$ cat src/rtl/ccad_defs.svh
// constants of the control and arithmetic decoder: offsets, fields, resets
`ifndef CCAD_DEFS_SVH
`define CCAD_DEFS_SVH

// ==========================================================
// widths
`define CCAD_PC_W         21
`define CCAD_SP_W         4
`define CCAD_REG_AW       4

// ==========================================================
// register offsets on the plain software port
`define CCAD_OFF_WORKING_REGISTER     4'h0
`define CCAD_OFF_STATUS   4'h1
`define CCAD_OFF_BSR      4'h2
`define CCAD_OFF_PRODUCT_LOW    4'h3
`define CCAD_OFF_PRODUCT_HIGH    4'h4
`define CCAD_OFF_CTRL     4'h5
`define CCAD_OFF_SP       4'h6
`define CCAD_OFF_PCL      4'h7

// ==========================================================
// field positions
`define CCAD_ST_C         0
`define CCAD_ST_DC        1
`define CCAD_ST_Z         2
`define CCAD_ST_OV        3
`define CCAD_ST_N         4
`define CCAD_CTL_GIE      0
`define CCAD_CTL_TO       1
`define CCAD_CTL_PD       2

// ==========================================================
// reset values and steps
`define CCAD_RST_PC       21'h0_0000
`define CCAD_RST_BYTE     8'h00
`define CCAD_RST_TO       1'b1
`define CCAD_RST_PD       1'b1
`define CCAD_PC_STEP      21'h0_0002
`define CCAD_ACCESS_SPLIT 8'h80
`define CCAD_ACCESS_HI    4'hF

`endif

$ cat src/rtl/ccad_pkg.sv
// types shared by the control and arithmetic decoder
package ccad_pkg;
`include "ccad_defs.svh"

	typedef enum logic [1:0] {
		ST_EXEC   = 2'b00,
		ST_SECOND = 2'b01,
		ST_FLUSH  = 2'b10,
		ST_FILE   = 2'b11
	} ccad_state_e;

	typedef struct packed {
		ccad_state_e                state;
		logic [`CCAD_PC_W-1:0]      pc;
		logic [`CCAD_SP_W-1:0]      sp;
		logic [7:0]                 working_register;
		logic [4:0]                 status;
		logic [3:0]                 bank_select_register;
		logic [7:0]                 product_low;
		logic [7:0]                 product_high;
		logic                       gie;
		logic                       timeout;
		logic                       powerdown;
		logic [7:0]                 ws;
		logic [4:0]                 statuss;
		logic [3:0]                 bsrs;
		logic                       ret_pend;
		logic                       call_push;
		logic                       call_shadow;
		logic [7:0]                 call_low;
		logic                       file_op;
		logic                       file_d;
		logic [11:0]                file_addr;
		logic                       file_rd;
		logic                       file_we;
		logic [7:0]                 file_wdata;
		logic                       presc_clr;
		logic                       wdt_clr;
		logic                       standby;
		logic                       ready;
		logic [7:0]                 rdata;
		logic [7:0]                 sync1;
		logic [7:0]                 sync2;
		logic [7:0]                 sync3;
		logic [7:0]                 pins;
	} ccad_core_s;

endpackage

$ cat src/rtl/ccad_alu.sv
// adder with status flags and unsigned 8x8 multiplier
`timescale 1ns/100ps
`default_nettype none
module ccad_alu
	import ccad_pkg::*;
(
	input  wire logic [7:0]  a_i,
	input  wire logic [7:0]  b_i,
	output logic      [7:0]  sum_o,
	output logic      [4:0]  flags_o,
	output logic      [15:0] prod_o
);
	logic [8:0] full;
	logic [4:0] low;

	always_comb
	begin
		full = 9'(a_i) + 9'(b_i);
		low = 5'(a_i[3:0]) + 5'(b_i[3:0]);
		sum_o = full[7:0];
		flags_o = '0;
		flags_o[`CCAD_ST_C] = full[8];
		flags_o[`CCAD_ST_DC] = low[4];
		flags_o[`CCAD_ST_Z] = (full[7:0] == 8'h00);
		flags_o[`CCAD_ST_N] = full[7];
		// signed overflow: like signs in, other sign out
		flags_o[`CCAD_ST_OV] = (a_i[7] == b_i[7]) && (full[7] != a_i[7]);
		prod_o = 16'(a_i) * 16'(b_i);
	end
endmodule
`default_nettype wire

$ cat src/rtl/ccad_decoder_core.sv
// decoder and execute control for branch, call, return, add and multiply
`timescale 1ns/100ps
`default_nettype none
// What this block does
// - conditional branches on flags, one or two cycles
// - taken or pc-changing ops add a nop cycle
// - absolute call and jump take two words; relative call and jump take one
// - stray second word executes as nop
// - zero word and 1111 prefix are nops
// - standby and watchdog clear set timeout; standby clears powerdown, watchdog clear sets it
// - push and pop return stack, no flags
// - interrupt return sets enable; either return with bit 0 set restores shadows
// - literal return loads working register, two cycles
// - port operand comes from pins, not latch
// - writing timer zero clears assigned prescaler
// - add literal updates working register and flags
// - add to file, d picks destination
// - a bit picks access bank or bank select
// - literal multiply fills product high and low
// - file multiply leaves both operands unchanged
module ccad_decoder_core
	import ccad_pkg::*;
#(
	parameter logic [11:0] PORT_ADDR       = 12'h0F00,
	parameter logic [11:0] TIMER_ZERO_ADDR = 12'h0F10
)
(
	input  wire logic                  clock_i,
	input  wire logic                  reset_i,
	input  wire logic [15:0]           instr_i,
	input  wire logic                  instr_valid_i,
	output logic                       instr_ready_o,
	output logic [`CCAD_PC_W-1:0]      pc_o,
	output logic [11:0]                file_addr_o,
	output logic                       file_rd_o,
	input  wire logic [7:0]            file_rdata_i,
	output logic                       file_we_o,
	output logic [7:0]                 file_wdata_o,
	input  wire logic [7:0]            port_pins_i,
	input  wire logic                  prescaler_assigned_i,
	output logic                       prescaler_clear_o,
	output logic                       watchdog_clear_o,
	output logic                       standby_o,
	output logic                       gie_o,
	input  wire logic [`CCAD_REG_AW-1:0] reg_addr_i,
	input  wire logic [7:0]            reg_wdata_i,
	input  wire logic                  reg_wr_i,
	input  wire logic                  reg_rd_i,
	output logic [7:0]                 reg_rdata_o
);
	// ==========================================================
	// state
	localparam ccad_core_s CORE_RST = '{
		state:     ST_EXEC,
		pc:        `CCAD_RST_PC,
		timeout:   `CCAD_RST_TO,
		powerdown: `CCAD_RST_PD,
		ready:     1'b1,
		default:   '0
	};

	ccad_core_s                q;
	ccad_core_s                n;
	logic                      take;
	logic                      exec_take;
	logic [7:0]                alu_b;
	logic [7:0]                operand;
	logic [7:0]                alu_sum;
	logic [4:0]                alu_flags;
	logic [15:0]               alu_prod;
	logic                      st_we;
	logic [`CCAD_PC_W-1:0]     st_wdata;
	logic [`CCAD_PC_W-1:0]     st_rdata;
	logic [`CCAD_SP_W-1:0]     st_raddr;

	// ==========================================================
	// helpers
	function automatic logic cond_met(input logic [2:0] c,
		input logic [4:0] s);
		logic f;
		unique case (c[2:1])
			2'b00: f = s[`CCAD_ST_Z];
			2'b01: f = s[`CCAD_ST_C];
			2'b10: f = s[`CCAD_ST_OV];
			2'b11: f = s[`CCAD_ST_N];
		endcase
		return f ^ c[0];
	endfunction

	function automatic logic [11:0] bank_addr(input logic a,
		input logic [7:0] f, input logic [3:0] bank_select_register);
		if (a)
			return {bank_select_register, f};
		// access bank: low half from bank 0, high half from the top bank
		if (f < `CCAD_ACCESS_SPLIT)
			return {4'h0, f};
		return {`CCAD_ACCESS_HI, f};
	endfunction

	assign take = instr_valid_i && q.ready;
	assign exec_take = take && (q.state == ST_EXEC);
	// port reads see the synchronised pin levels, not the output latch
	assign operand = (q.file_addr == PORT_ADDR) ? q.pins : file_rdata_i;
	assign alu_b = (q.state == ST_FILE) ? operand : instr_i[7:0];
	assign st_raddr = `CCAD_SP_W'(q.sp - 4'h1);

	ccad_alu u_alu (
		.a_i     (q.working_register),
		.b_i     (alu_b),
		.sum_o   (alu_sum),
		.flags_o (alu_flags),
		.prod_o  (alu_prod)
	);

	ccad_stack_mem #(
		.AW (`CCAD_SP_W),
		.DW (`CCAD_PC_W)
	) u_stack (
		.clock_i (clock_i),
		.we_i    (st_we),
		.waddr_i (q.sp),
		.wdata_i (st_wdata),
		.raddr_i (st_raddr),
		.rdata_o (st_rdata)
	);

	// ==========================================================
	// next state
	always_comb
	begin
		n = q;
		st_we = 1'b0;
		st_wdata = q.pc + `CCAD_PC_STEP;
		n.file_rd = 1'b0;
		n.file_we = 1'b0;
		n.presc_clr = 1'b0;
		n.wdt_clr = 1'b0;
		n.standby = 1'b0;
		n.sync1 = port_pins_i;
		n.sync2 = q.sync1;
		n.sync3 = q.sync2;
		if (q.sync2 == q.sync3)
			n.pins = q.sync3;
		unique case (q.state)
			ST_EXEC:
			if (take)
			begin
				n.pc = q.pc + `CCAD_PC_STEP;
				if (instr_i[15:12] == 4'hF || instr_i == 16'h0000)
					n.state = ST_EXEC;
				else if (instr_i[15:11] == 5'b11100)
				begin
					if (cond_met(instr_i[10:8], q.status))
					begin
						n.pc = q.pc + `CCAD_PC_STEP
							+ {{12{instr_i[7]}}, instr_i[7:0], 1'b0};
						n.state = ST_FLUSH;
					end
				end
				else if (instr_i[15:12] == 4'hD)
				begin
					// relative jump, or relative call when bit 11 is set
					st_we = instr_i[11];
					n.sp = instr_i[11] ? `CCAD_SP_W'(q.sp + 4'h1) : q.sp;
					n.pc = q.pc + `CCAD_PC_STEP
						+ {{9{instr_i[10]}}, instr_i[10:0], 1'b0};
					n.state = ST_FLUSH;
				end
				else if (instr_i[15:9] == 7'b1110110 || instr_i[15:8] == 8'hEF)
				begin
					n.call_push = (instr_i[11:9] == 3'b110);
					n.call_shadow = instr_i[8];
					n.call_low = instr_i[7:0];
					n.state = ST_SECOND;
				end
				else if (instr_i == 16'h0003)
				begin
					n.timeout = 1'b1;
					n.powerdown = 1'b0;
					n.standby = 1'b1;
				end
				else if (instr_i == 16'h0004)
				begin
					n.timeout = 1'b1;
					n.powerdown = 1'b1;
					n.wdt_clr = 1'b1;
				end
				else if (instr_i == 16'h0005)
				begin
					st_we = 1'b1;
					n.sp = `CCAD_SP_W'(q.sp + 4'h1);
				end
				else if (instr_i == 16'h0006)
					n.sp = st_raddr;
				else if (instr_i[15:2] == 14'h0004)
				begin
					// bit 1 clear: interrupt return, set: plain return
					if (!instr_i[1])
						n.gie = 1'b1;
					if (instr_i[0])
					begin
						n.working_register = q.ws;
						n.status = q.statuss;
						n.bank_select_register = q.bsrs;
					end
					n.ret_pend = 1'b1;
					n.state = ST_FLUSH;
				end
				else if (instr_i[15:8] == 8'h0C)
				begin
					n.working_register = instr_i[7:0];
					n.ret_pend = 1'b1;
					n.state = ST_FLUSH;
				end
				else if (instr_i[15:8] == 8'h0F)
				begin
					n.working_register = alu_sum;
					n.status = alu_flags;
				end
				else if (instr_i[15:8] == 8'h0D)
					{n.product_high, n.product_low} = alu_prod;
				else if (instr_i[15:10] == 6'b001001
					|| instr_i[15:9] == 7'b0000001)
				begin
					n.file_op = instr_i[13];
					n.file_d = instr_i[9];
					n.file_addr = bank_addr(instr_i[8], instr_i[7:0], q.bank_select_register);
					n.file_rd = 1'b1;
					n.ready = 1'b0;
					n.state = ST_FILE;
				end
			end
			ST_SECOND:
			if (take)
			begin
				n.pc = {instr_i[11:0], q.call_low, 1'b0};
				if (q.call_push)
				begin
					st_we = 1'b1;
					n.sp = `CCAD_SP_W'(q.sp + 4'h1);
					if (q.call_shadow)
					begin
						n.ws = q.working_register;
						n.statuss = q.status;
						n.bsrs = q.bank_select_register;
					end
				end
				n.state = ST_FLUSH;
			end
			ST_FLUSH:
			if (take)
			begin
				// the offered word is dropped; pc holds the target, or takes it from the stack on a return
				n.state = ST_EXEC;
				if (q.ret_pend)
				begin
					n.pc = st_rdata;
					n.sp = st_raddr;
					n.ret_pend = 1'b0;
				end
			end
			ST_FILE:
			begin
				n.state = ST_EXEC;
				n.ready = 1'b1;
				if (q.file_op)
				begin
					n.status = alu_flags;
					if (q.file_d)
					begin
						n.file_we = 1'b1;
						n.file_wdata = alu_sum;
						n.presc_clr = (q.file_addr == TIMER_ZERO_ADDR)
							&& prescaler_assigned_i;
					end
					else
						n.working_register = alu_sum;
				end
				else
					{n.product_high, n.product_low} = alu_prod;
			end
		endcase
		// software writes land after the instruction, so software wins
		if (reg_wr_i)
		begin
			unique case (reg_addr_i)
				`CCAD_OFF_WORKING_REGISTER:   n.working_register = reg_wdata_i;
				`CCAD_OFF_STATUS: n.status = reg_wdata_i[4:0];
				`CCAD_OFF_BSR:    n.bank_select_register = reg_wdata_i[3:0];
				`CCAD_OFF_PRODUCT_LOW:  n.product_low = reg_wdata_i;
				`CCAD_OFF_PRODUCT_HIGH:  n.product_high = reg_wdata_i;
				`CCAD_OFF_CTRL:
				begin
					n.gie = reg_wdata_i[`CCAD_CTL_GIE];
					n.timeout = reg_wdata_i[`CCAD_CTL_TO];
					n.powerdown = reg_wdata_i[`CCAD_CTL_PD];
				end
				default: n.working_register = n.working_register;
			endcase
		end
		n.rdata = `CCAD_RST_BYTE;
		if (reg_rd_i)
		begin
			unique case (reg_addr_i)
				`CCAD_OFF_WORKING_REGISTER:   n.rdata = q.working_register;
				`CCAD_OFF_STATUS: n.rdata = {3'h0, q.status};
				`CCAD_OFF_BSR:    n.rdata = {4'h0, q.bank_select_register};
				`CCAD_OFF_PRODUCT_LOW:  n.rdata = q.product_low;
				`CCAD_OFF_PRODUCT_HIGH:  n.rdata = q.product_high;
				`CCAD_OFF_CTRL:   n.rdata = {5'h00, q.powerdown, q.timeout, q.gie};
				`CCAD_OFF_SP:     n.rdata = 8'(q.sp);
				`CCAD_OFF_PCL:    n.rdata = q.pc[7:0];
				default:          n.rdata = `CCAD_RST_BYTE;
			endcase
		end
	end

	always_ff @(posedge clock_i)
		q <= reset_i ? CORE_RST : n;

	// ==========================================================
	// outputs
	assign instr_ready_o = q.ready;
	assign pc_o = q.pc;
	assign file_addr_o = q.file_addr;
	assign file_rd_o = q.file_rd;
	assign file_we_o = q.file_we;
	assign file_wdata_o = q.file_wdata;
	assign prescaler_clear_o = q.presc_clr;
	assign watchdog_clear_o = q.wdt_clr;
	assign standby_o = q.standby;
	assign gie_o = q.gie;
	assign reg_rdata_o = q.rdata;
endmodule
`default_nettype wire

$ cat src/rtl/ccad_stack_mem.sv
// return stack storage with registered read data
`timescale 1ns/100ps
`default_nettype none
module ccad_stack_mem
	import ccad_pkg::*;
#(
	parameter int AW = 4,
	parameter int DW = 21
)
(
	input  wire logic          clock_i,
	input  wire logic          we_i,
	input  wire logic [AW-1:0] waddr_i,
	input  wire logic [DW-1:0] wdata_i,
	input  wire logic [AW-1:0] raddr_i,
	output logic      [DW-1:0] rdata_o
);
	typedef struct packed {
		logic [(1<<AW)-1:0][DW-1:0] mem;
		logic [DW-1:0]              rdata;
	} ccad_stk_s;

	ccad_stk_s q;
	ccad_stk_s n;

	always_comb
	begin
		n = q;
		if (we_i)
			n.mem[waddr_i] = wdata_i;
		n.rdata = q.mem[raddr_i];
	end

	always_ff @(posedge clock_i)
		q <= n;

	assign rdata_o = q.rdata;
endmodule
`default_nettype wire

$ cat config.mk
export PLATFORM = sky130hd
export DESIGN_NAME = ccad_decoder_core
export DESIGN_NICKNAME = d
export VERILOG_FILES = /design/src/rtl/ccad_pkg.sv /design/src/rtl/ccad_alu.sv /design/src/rtl/ccad_decoder_core.sv /design/src/rtl/ccad_stack_mem.sv
export VERILOG_INCLUDE_DIRS = /design/src /design/src/rtl
export SDC_FILE = /design/constraint.sdc
export NUM_CORES = 1
export LEC_CHECK = 0
export CORE_AREA = 2 2 299 301
export DETAILED_ROUTE_END_ITERATION = 10
export DIE_AREA = 0 0 301 303
export DONT_BUFFER_PORTS = 1
export PLACE_DENSITY = 0.5
export SKIP_CTS_REPAIR_TIMING = 1
export SYNTH_ARGS = -nofsm -noshare
export SYNTH_HDL_FRONTEND = slang
export SYNTH_SLANG_ARGS = --single-unit
$ cat constraint.sdc
create_clock -name clock_i -period 6.84 [get_ports clock_i]
set_input_delay 1.71 -clock clock_i [delete_from_list [all_inputs] [get_ports clock_i]]
set_output_delay 1.71 -clock clock_i [all_outputs]
set_load 0.005 [all_outputs]
-- After elaboration in Yosys (flattened, before gate mapping)
Index checks and enable logic that the tools add are counted.
- flip-flop bits (word level): 516
- logic and storage cells: 365
- input bits: 50
- multiplexer cells: 188
- reduce and logical (&&, ||, !) cells: 30
- multipliers: 1
- add/subtract/negate cells: 7
- order comparisons: 4
- equal/unequal tests: 66
- bitwise operators: 19
- operator list (kind ; count):
    $bwmux 336 ; 1
    $mux 17 ; 12
    $mux 13 ; 15
    $mux 15 ; 10
    $mux 26 ; 4
    $bmux 21 s4 ; 1
    $demux 21 s4 ; 1
    $mux 16 ; 5
    $mux 40 ; 2
    $mux 38 ; 2
    $pmux 25 s3 ; 1
    $mux 1 ; 73
    $mux 36 ; 2
    $mux 34 ; 2
    $pmux 8 s8 ; 1
    $mux 21 ; 3
    $mux 63 ; 1
    $mux 61 ; 1
    $mux 8 ; 7
    $mux 27 ; 2
    $eq 16x3->1 const B ; 3
    $mux 12 ; 4
    $mux 23 ; 2
    $add 21x21->21 ; 2
    72 further kinds ; 158

-- Depth between registers and ports, before layout
Gate-level depths: netlist (run 1).
- word-level depth: 50
- mapped depth: 24

-- Modules after synthesis
From an unflattened synthesis (run 1), not the netlist that was laid out.
- cells, all modules: 2233
- area total of the unflattened synthesis: 26954.6 sq um
- by module, submodules not included (module ; instances ; sequential area each (sq um) ; cells each ; area an instance (sq um)):
    ccad_stack_mem ; 1 ; 10510.1 ; 583 ; 13457.9
    ccad_decoder_core ; 1 ; 3183.1 ; 1384 ; 11149.4
    ccad_alu ; 1 ; 0.0 ; 266 ; 2347.3

-- Worst setup path before layout (run 1)
Ideal clock, no wire load.
- path type: input to register
- from: input instr_i[0]
- to: register q[105] (netlist bit)
- cell stages on the path: 20
- data arrival time: 6218 ps
- setup slack: 536 ps
- path through: clkbuf_1 buf_1 nor2_1 a21oi_1 and2_1 fa_1 ha_1 inv_1 fa_1 inv_1 ha_1 a21o_1 a21o_1 a2111oi_0 nor3_1 a41o_1 o41ai_1 xnor2_1 a22oi_1 a211oi_1
- cells in the longest elaborated chain, start to end: 18
- elaborated cells between the ends (all ways): 25
- ends and longest elaborated chain (what ; line ; RTL):
    start: declaration ; ccad_decoder_core.sv:30 ; input wire logic [15:0] instr_i,
    $mux 8 ; ccad_decoder_core.sv:104 ; assign alu_b = (q.state == ST_FILE) ? operand : instr_i[7:0];
    $mul 8x8->16 ; ccad_alu.sv:28 ; prod_o = 16'(a_i) * 16'(b_i);
    $mux 16 ; ccad_decoder_core.sv:220 ; else if (instr_i[15:8] == 8'h0D)
    $mux 16 ; ccad_decoder_core.sv:215 ; else if (instr_i[15:8] == 8'h0F)
    $mux 16 ; ccad_decoder_core.sv:209 ; else if (instr_i[15:8] == 8'h0C)
    $mux 16 ; ccad_decoder_core.sv:195 ; else if (instr_i[15:2] == 14'h0004)
    $mux 34 ; ccad_decoder_core.sv:193 ; else if (instr_i == 16'h0006)
    $mux 34 ; ccad_decoder_core.sv:188 ; else if (instr_i == 16'h0005)
    [... 2 more ...] ; - ;
    $mux 40 ; ccad_decoder_core.sv:169 ; else if (instr_i[15:9] == 7'b1110110 || instr_i[15:8] == 8'hEF)
    $mux 36 ; ccad_decoder_core.sv:160 ; else if (instr_i[15:12] == 4'hD)
    $mux 40 ; ccad_decoder_core.sv:151 ; else if (instr_i[15:11] == 5'b11100)
    $mux 61 ; ccad_decoder_core.sv:149 ; if (instr_i[15:12] == 4'hF || instr_i == 16'h0000)
    $mux 63 ; ccad_decoder_core.sv:146 ; if (take)
    $pmux 16 s2 (*) ; ccad_decoder_core.sv:144 ; unique case (q.state)
    $mux 8 ; ccad_decoder_core.sv:286 ; unique case (reg_addr_i)
    $mux 36 (*) ; ccad_decoder_core.sv:284 ; if (reg_wr_i)
    end signal: assignment ; ccad_decoder_core.sv:319 ; q <= reset_i ? CORE_RST : n;
    end: declaration ; ccad_decoder_core.sv:62 ; ccad_core_s q;
Mark *: on every way between the ends. The rest lies on a longest branch, timed or not. The select of a mux whose other input is x is not followed.
A chain may end at the register's enable or synchronous reset.

-- Worst setup path after layout (run 1)
- from: register q (netlist bit file_addr_o[6])
- to: register q[105] (netlist bit)
- cells in the longest elaborated chain, start to end: 20
- elaborated cells between the ends (all ways): 21
- ends and longest elaborated chain (what ; line ; RTL):
    $eq 12x12->1 (*) ; ccad_decoder_core.sv:103 ; assign operand = (q.file_addr == PORT_ADDR) ? q.pins : file_rdata_i;
    $mux 8 (*) ; ccad_decoder_core.sv:103 ;
    $mux 8 (*) ; ccad_decoder_core.sv:104 ;
    $mul 8x8->16 (*) ; ccad_alu.sv:28 ;
    $mux 16 ; ccad_decoder_core.sv:220 ;
    $mux 16 ; ccad_decoder_core.sv:215 ;
    $mux 16 ; ccad_decoder_core.sv:209 ;
    $mux 16 ; ccad_decoder_core.sv:195 ;
    [... 4 more ...] ; - ;
    $mux 40 ; ccad_decoder_core.sv:169 ;
    $mux 36 ; ccad_decoder_core.sv:160 ;
    $mux 40 ; ccad_decoder_core.sv:151 ;
    $mux 61 ; ccad_decoder_core.sv:149 ;
    $mux 63 ; ccad_decoder_core.sv:146 ;
    $pmux 16 s2 (*) ; ccad_decoder_core.sv:144 ;
    $mux 8 ; ccad_decoder_core.sv:286 ;
    $mux 36 (*) ; ccad_decoder_core.sv:284 ;
Marks and branches as above.

==> results of run 1 <==
==> per-layer routing <==
metal | share of wire, % | wire length (µm) | vias up | GRT usage [%]
met5 | 0 | 0 | - | 0
met4 | 2.3 | 1760 | 0 | 4.37
met3 | 5.5 | 4170 | 97 | 2.33
met2 | 50 | 38000 | 508 | 28.6
met1 | 42 | 32400 | 8807 | 21.5
li1 | - | - | 7870 | -
==> cell usage after synthesis (36+ instances only) <==
cell,instances,share of area (%)
edfxtp_1,336,39
nor2_1,193,2.8
dfxtp_1,180,14
nand2_1,152,2.2
mux4_2,107,9.2
a21oi_1,106,2.0
inv_1,88,1.3
ha_1,85,4.1
clkbuf_1,81,1.2
and2_1,55,1.3
nor3_1,53,1.0
buf_4,52,1.5
o21ai_0,52,1.0
mux2i_1,41,1.6
nand3_1,39,0.75
nor2b_1,39,0.93
a211oi_1,38,1.1
fa_1,38,2.9
xor2_1,36,1.2
==> state kept, by name (all words and copies together), names as in the netlist, 8 cells and up <==
register         cells
file_wdata_o         8
reg_rdata_o          8
q                   87
file_addr_o         12
pc_o                21
u_stack.q          336
u_stack.rdata_o     21
n                   16
==> worst reg2reg max path, delay by kind of cell (launching register included) <==
| family | cells | cell delay (ns) |
|---|---|---|
| AOI/OAI and AO/OA | 6 | 1.48 |
| buffers and inverters | 3 | 0.30 |
| adders and majority gates | 5 | 2.39 |
| and+or+nand+nor | 5 | 1.25 |
| xor gates and xnor gates | 1 | 0.18 |
| muxes | 1 | 0.23 |
| DFF | 1 | 0.41 |
==> logic make-up (layout without fill, tap and decap cells) <==
family                     Yosys count  in the layout  synth area share [%]
buffers and inverters              247            241                  4.73
and+or+nand+nor                    627            627                  11.7
muxes                              159            159                  11.3
adders and majority gates          123            123                  6.98
xor gates and xnor gates            68             68                  2.28
DFF                                516            516                  52.4
AOI/OAI and AO/OA                  401            401                  10.6
==> worst max path at each step <==
stage / to / depth (start not counted)
6_report: q[105] / 21
5_1_grt: q[105] / 20
3_5_place_dp: q[105] / 17
2_1_floorplan: q[105] / 20
4_1_cts: q[105] / 20
3_3_place_gp: q[105] / 17
==> metrics by stage <==
step	hold WS, ns	total power [µW]	setup slack [ns]	cell area [µm²]	instances
floorplan	0.414	6580	0.536	26100	2141
global placement	0.417	7640	0.104	27200	3198
detailed placement	0.425	7680	0.0622	27200	3198
CTS	0.440	10700	0.155	28900	3300
global route	0.450	11100	0.0443	29000	3300
finish	0.439	10600	0.496	29000	3300
==> area by class of cell <==
| type | count | area, µm² | share of cell area [%] |
|---|---|---|---|
| timing repair buffer | 51 | 383 | 1.32 |
| sequential | 516 | 13700 | 47.3 |
| clock buffer | 79 | 1500 | 5.16 |
| clock inverter | 23 | 302 | 1.04 |
| inverter | 88 | 330 | 1.14 |
| multi-input combinational | 1378 | 11300 | 39.0 |
| tap | 1165 | 1460 | 5.03 |
==> power groups by stage <==
stage | Sequential, µW | Clock, µW | Combinational (µW)
6_report | 4020 | 2950 | 3600
5_1_grt | 4040 | 3140 | 3950
4_1_cts | 4030 | 3030 | 3610
3_5_place_dp | 4100 | 0 | 3590
3_3_place_gp | 4100 | 0 | 3540
2_1_floorplan | 3860 | 0 | 2720
==> impl_metrics.toml, run 1 <==
[timing]
fin_crit_ns = 6.34
period_share_pct = 92.7
fin_setup_tns_ns = 0
relSlewSlack_pct = 16.1
finalHoldViolations = 0
drv_slew = 0
max_freq_mhz = 158
rsz0062_at_grt = "no"
worstMarginPinSlew_ns = 1.25
finalClockSkew_ns = 0.0669
setup_viol = 0

[critical_path]
crit_top_cell = "fa_1"
rr_endpoint = "q[105]"
r2r_start = "file_addr_o[6]"
critPathMaxFanout = 8
path_class = "register to register"
slowest_delay_ns = 0.57
cp_slowest_cell = "fa_1"
critPathBufInv = 3
crit_family = "adder cells"
crit_start = "file_addr_o[6]"
arrival_ns = 6.84
path_cells = "nor4b_1 > nand3_1 > nor2_4 > mux2i_1 > a21oi_1 > buf_4 > and2_1 > fa_1 > fa_1 > fa_1 > inv_1 > fa_1 > inv_1 > ha_1 > a2111oi_0 > nor3_1 > a41o_1 > o41ai_1 > xnor2_1 > a22oi_1 > a211oi_1"
rrSetupSlack_ns = 0.50
ff2ff_path_depth = 21
cp.required_ns = 7.34
start_kind = "register"
worstSetupEndpointType = "register"

[power_and_ir_drop]
pwr-share-seq_pct = 38.1
power.internal_uw = 6850
power_frac_comb_pct = 34.1
swShare_pct = 35.2
p_clk_share_pct = 27.9
ir_worst_vdd_mv = 0.218
p_switching_uw = 3720
leakagePower_uw = 0.0102
p_per_area_nw_per_um2 = 365

[cells_and_area]
final_common_cell = "edfxtp_1"
syn2layout_area_growth_pct = 10.8
n_antenna_cell = 0
fin_nets = 2262
fin_util_pct = 32.9
mostFrequentLayoutCells = "edfxtp_1 (336), nor2_1 (180), dfxtp_1 (179), nand2_1 (152), mux4_2 (107)"
fillCellCount = 8692
drive_gt1_share_pct = 14.1

[die]
start_util_pct = 29.7
die-area_um2 = 91200
dieHeight_um = 303
core_um2 = 88000
num_rows = 109
top_level_ports = 106
fp.dieW_um = 301

[logic_synthesis]
synth.avg_cell_area_um2 = 12.2
syn_nets = 2314
async_flop_share_pct = 0
synth-edff-count = 336
synth_warnings = 0
synth-main-ff-cell = "edfxtp_1"
seq_area_frac_synth_pct = 52.4
synth.distinct_cells = 93
ys_ff_latch = 516
syn_inst = 2141
syn-cell-area_um2 = 26100

[min_path]
holdPathEnd = "n[14]"
holdCritPathClass = "register to register"
holdPathStages = 1
hold_start = "n[22]"

[grt]
grt_max_degree = 155
grt-ovfl-total = 0
first_global_vias = 17200
antenna_found_initial = 0
grt_usage_pct = 16.5
grt_pass1_wl_um = 113000

[clocking]
root_buffer = "clkbuf_16"
cts.clk_slew.worst_paths_ns = 0.06
cts_tree = "done"
h-tree-depth = 2
numCtsBuffers = 54
clockBufferDepth = 3
clock_sinks = 516
clock_latency_ns = 0.65

[drt]
vias = 17300
routed_via_density = 5.24
wl_per_cell_um = 23.1
routed_wirelength_um = 76200
firstDrtPassIters = 5
route.detailed.drc = 0
drt_iter0_markers = 1434
ant_nets = 0

[place]
detailed_place_hpwl_um = 50600
portBuffers = 0
gp_congestion = 0.877

[outcome]
status = "finished, final reports clean"

[job]
max_cap_violations = 0
(Power assumes the default switching activity.)
==> run 2, diff against run 1 <==
Settings changed: REMOVE_ABC_BUFFERS set to 1.
==> impl_metrics.toml, run 2 (synthesis results as in run 1) <==
[cells_and_area]
fin_util_pct = 33.3
drive_gt1_share_pct = 15.1
regMostFlops = "u_stack.q"
syn2layout_area_growth_pct = 12.3
reg_top3 = "u_stack.q (336), q (87)"
fin_nets = 2279
final_common_cell = "edfxtp_1"
largest_reg_flops = 336
mostFrequentLayoutCells = "edfxtp_1 (336), nor2_1 (180), dfxtp_1 (179), nand2_1 (152), mux4_2 (107)"
layoutNonFillerInstCount = 3321

[drt]
ant_nets = 0
wl_per_cell_um = 24.8
vias = 17600
firstDrtPassIters = 8
drt_iter0_markers = 1586
route.detailed.drc = 0
routed_wirelength_um = 82400
routed_via_density = 5.29

[place]
detailed_place_hpwl_um = 56200
portBuffers = 0
gp_congestion = 0.858
placedCellCount = 3213

[critical_path]
path_class = "register to register"
r2r_start = "file_addr_o[10]"
worstSetupEndpointType = "register"
arrival_ns = 6.88
critPathMaxFanout = 7
cp.required_ns = 7.36
path_cells = "nor4b_1 > nand3_1 > nor2_2 > buf_4 > mux2i_1 > a21oi_2 > and2_1 > fa_1 > fa_1 > fa_1 > inv_1 > fa_1 > inv_1 > ha_1 > a2111oi_0 > nor3_1 > a41o_1 > o41ai_1 > xnor2_1 > a22oi_1 > a211oi_1"
start_kind = "register"
rrSetupSlack_ns = 0.49
slowest_delay_ns = 0.57
ff2ff_path_depth = 21
rr_endpoint = "q[105]"
cp_slowest_cell = "fa_1"
crit_top_cell = "fa_1"

[timing]
finalClockSkew_ns = 0.0445
fin_crit_ns = 6.35
finalHoldViolations = 0
max_freq_mhz = 157
period_share_pct = 92.9
rsz0062_at_grt = "no"
relSlewSlack_pct = 16.4
drv_slew = 0
worstMarginPinSlew_ns = 1.25
setup_viol = 0

[clocking]
clockBufferDepth = 3
cts_tree = "done"
h-tree-depth = 2
root_buffer = "clkbuf_16"
clock_latency_ns = 0.64
numCtsBuffers = 56
clock_sinks = 516
cts.clk_slew.worst_paths_ns = 0.06

[grt]
first_global_vias = 17800
grt_usage_pct = 17.8
grt_pass1_wl_um = 120000
grt_max_degree = 155
antenna_found_initial = 3
grt-ovfl-total = 0

[min_path]
holdPathStages = 1
holdPathEnd = "n[9]"
holdCritPathClass = "register to register"
hold_start = "n[17]"

[job]
max_cap_violations = 0

[die]
num_rows = 109
die-area_um2 = 91200
start_util_pct = 29.7
core_um2 = 88000
fp.dieW_um = 301
dieHeight_um = 303
top_level_ports = 106

[outcome]
status = "finished, final reports clean"

[power_and_ir_drop]
p_per_area_nw_per_um2 = 375
ir_worst_vdd_mv = 0.204
leakagePower_uw = 0.0104
run 2: cell count changes in the layout (fill, tap and decap cells not counted), sizes merged, moves of 2 or more:
cell and change:
buf +15, bufinv +6, diode +3, inv -2, clkbuf -3
run 2: routing by layer:
layer | vias up | GRT usage (%) | wire (µm)
met5 | - | 0 | 0
met3 | 149 | 5.10 | 7170
met1 | 8879 | 22.9 | 34100
li1 | 7901 | - | -
met4 | 0 | 5.22 | 2320
met2 | 637 | 29.3 | 38800
run 2: layout make-up:
type | count | area [µm²]
fill | 8699 | 58600
sequential | 516 | 13700
multi-input combinational | 1378 | 11300
clock buffer | 76 | 1560
tap | 1165 | 1460
timing repair buffer | 66 | 546
clock inverter | 29 | 455
inverter | 88 | 330
antenna | 3 | 7.51
run 2: critical path, delay by kind of cell, from the launching register on:
family / cells / cell delay (ns)
adders and majority gates: 5 / 2.39
AOI/OAI and AO/OA: 6 / 1.50
and+or+nand+nor: 5 / 1.18
DFF: 1 / 0.44
buffers and inverters: 3 / 0.32
muxes: 1 / 0.24
xor gates and xnor gates: 1 / 0.18
run 2: report_power, final:
part | internal [µW] | total, µW | switching, µW
logic | 1490 | 3750 | 2250
clock network | 1980 | 3300 | 1320
registers | 3700 | 3960 | 263
total | 7170 | 11000 | 3830
run 2: worst max-delay path by stage:
stage | startpoint | to | cells after the start | slack, ns
5_1_grt | file_addr_o[1] | q[104] | 24 | 0.03
2_1_floorplan | q[132] | u_stack.rdata_o[0] | 4 | -0.32
4_1_cts | file_addr_o[10] | q[105] | 21 | 0.22
3_5_place_dp | file_rdata_i[3] | q[105] | 17 | 0.11
3_3_place_gp | file_rdata_i[2] | q[105] | 17 | 0.18
6_report | file_addr_o[10] | q[105] | 21 | 0.49
run 2: through the flow:
step | instance area, µm² | power (µW) | TNS (ns) | hold slack, ns | worst slack (ns)
final | 29300 | 11000 | 0 | 0.441 | 0.486
after global routing | 29300 | 11500 | 0 | 0.460 | 0.0317
after CTS | 29300 | 11100 | 0 | 0.447 | 0.224
after detailed placement | 27300 | 7760 | 0 | 0.444 | 0.107
after global placement | 27300 | 7730 | 0 | 0.445 | 0.178
after floorplan | 25200 | 6480 | -6.92 | 0.414 | -0.324
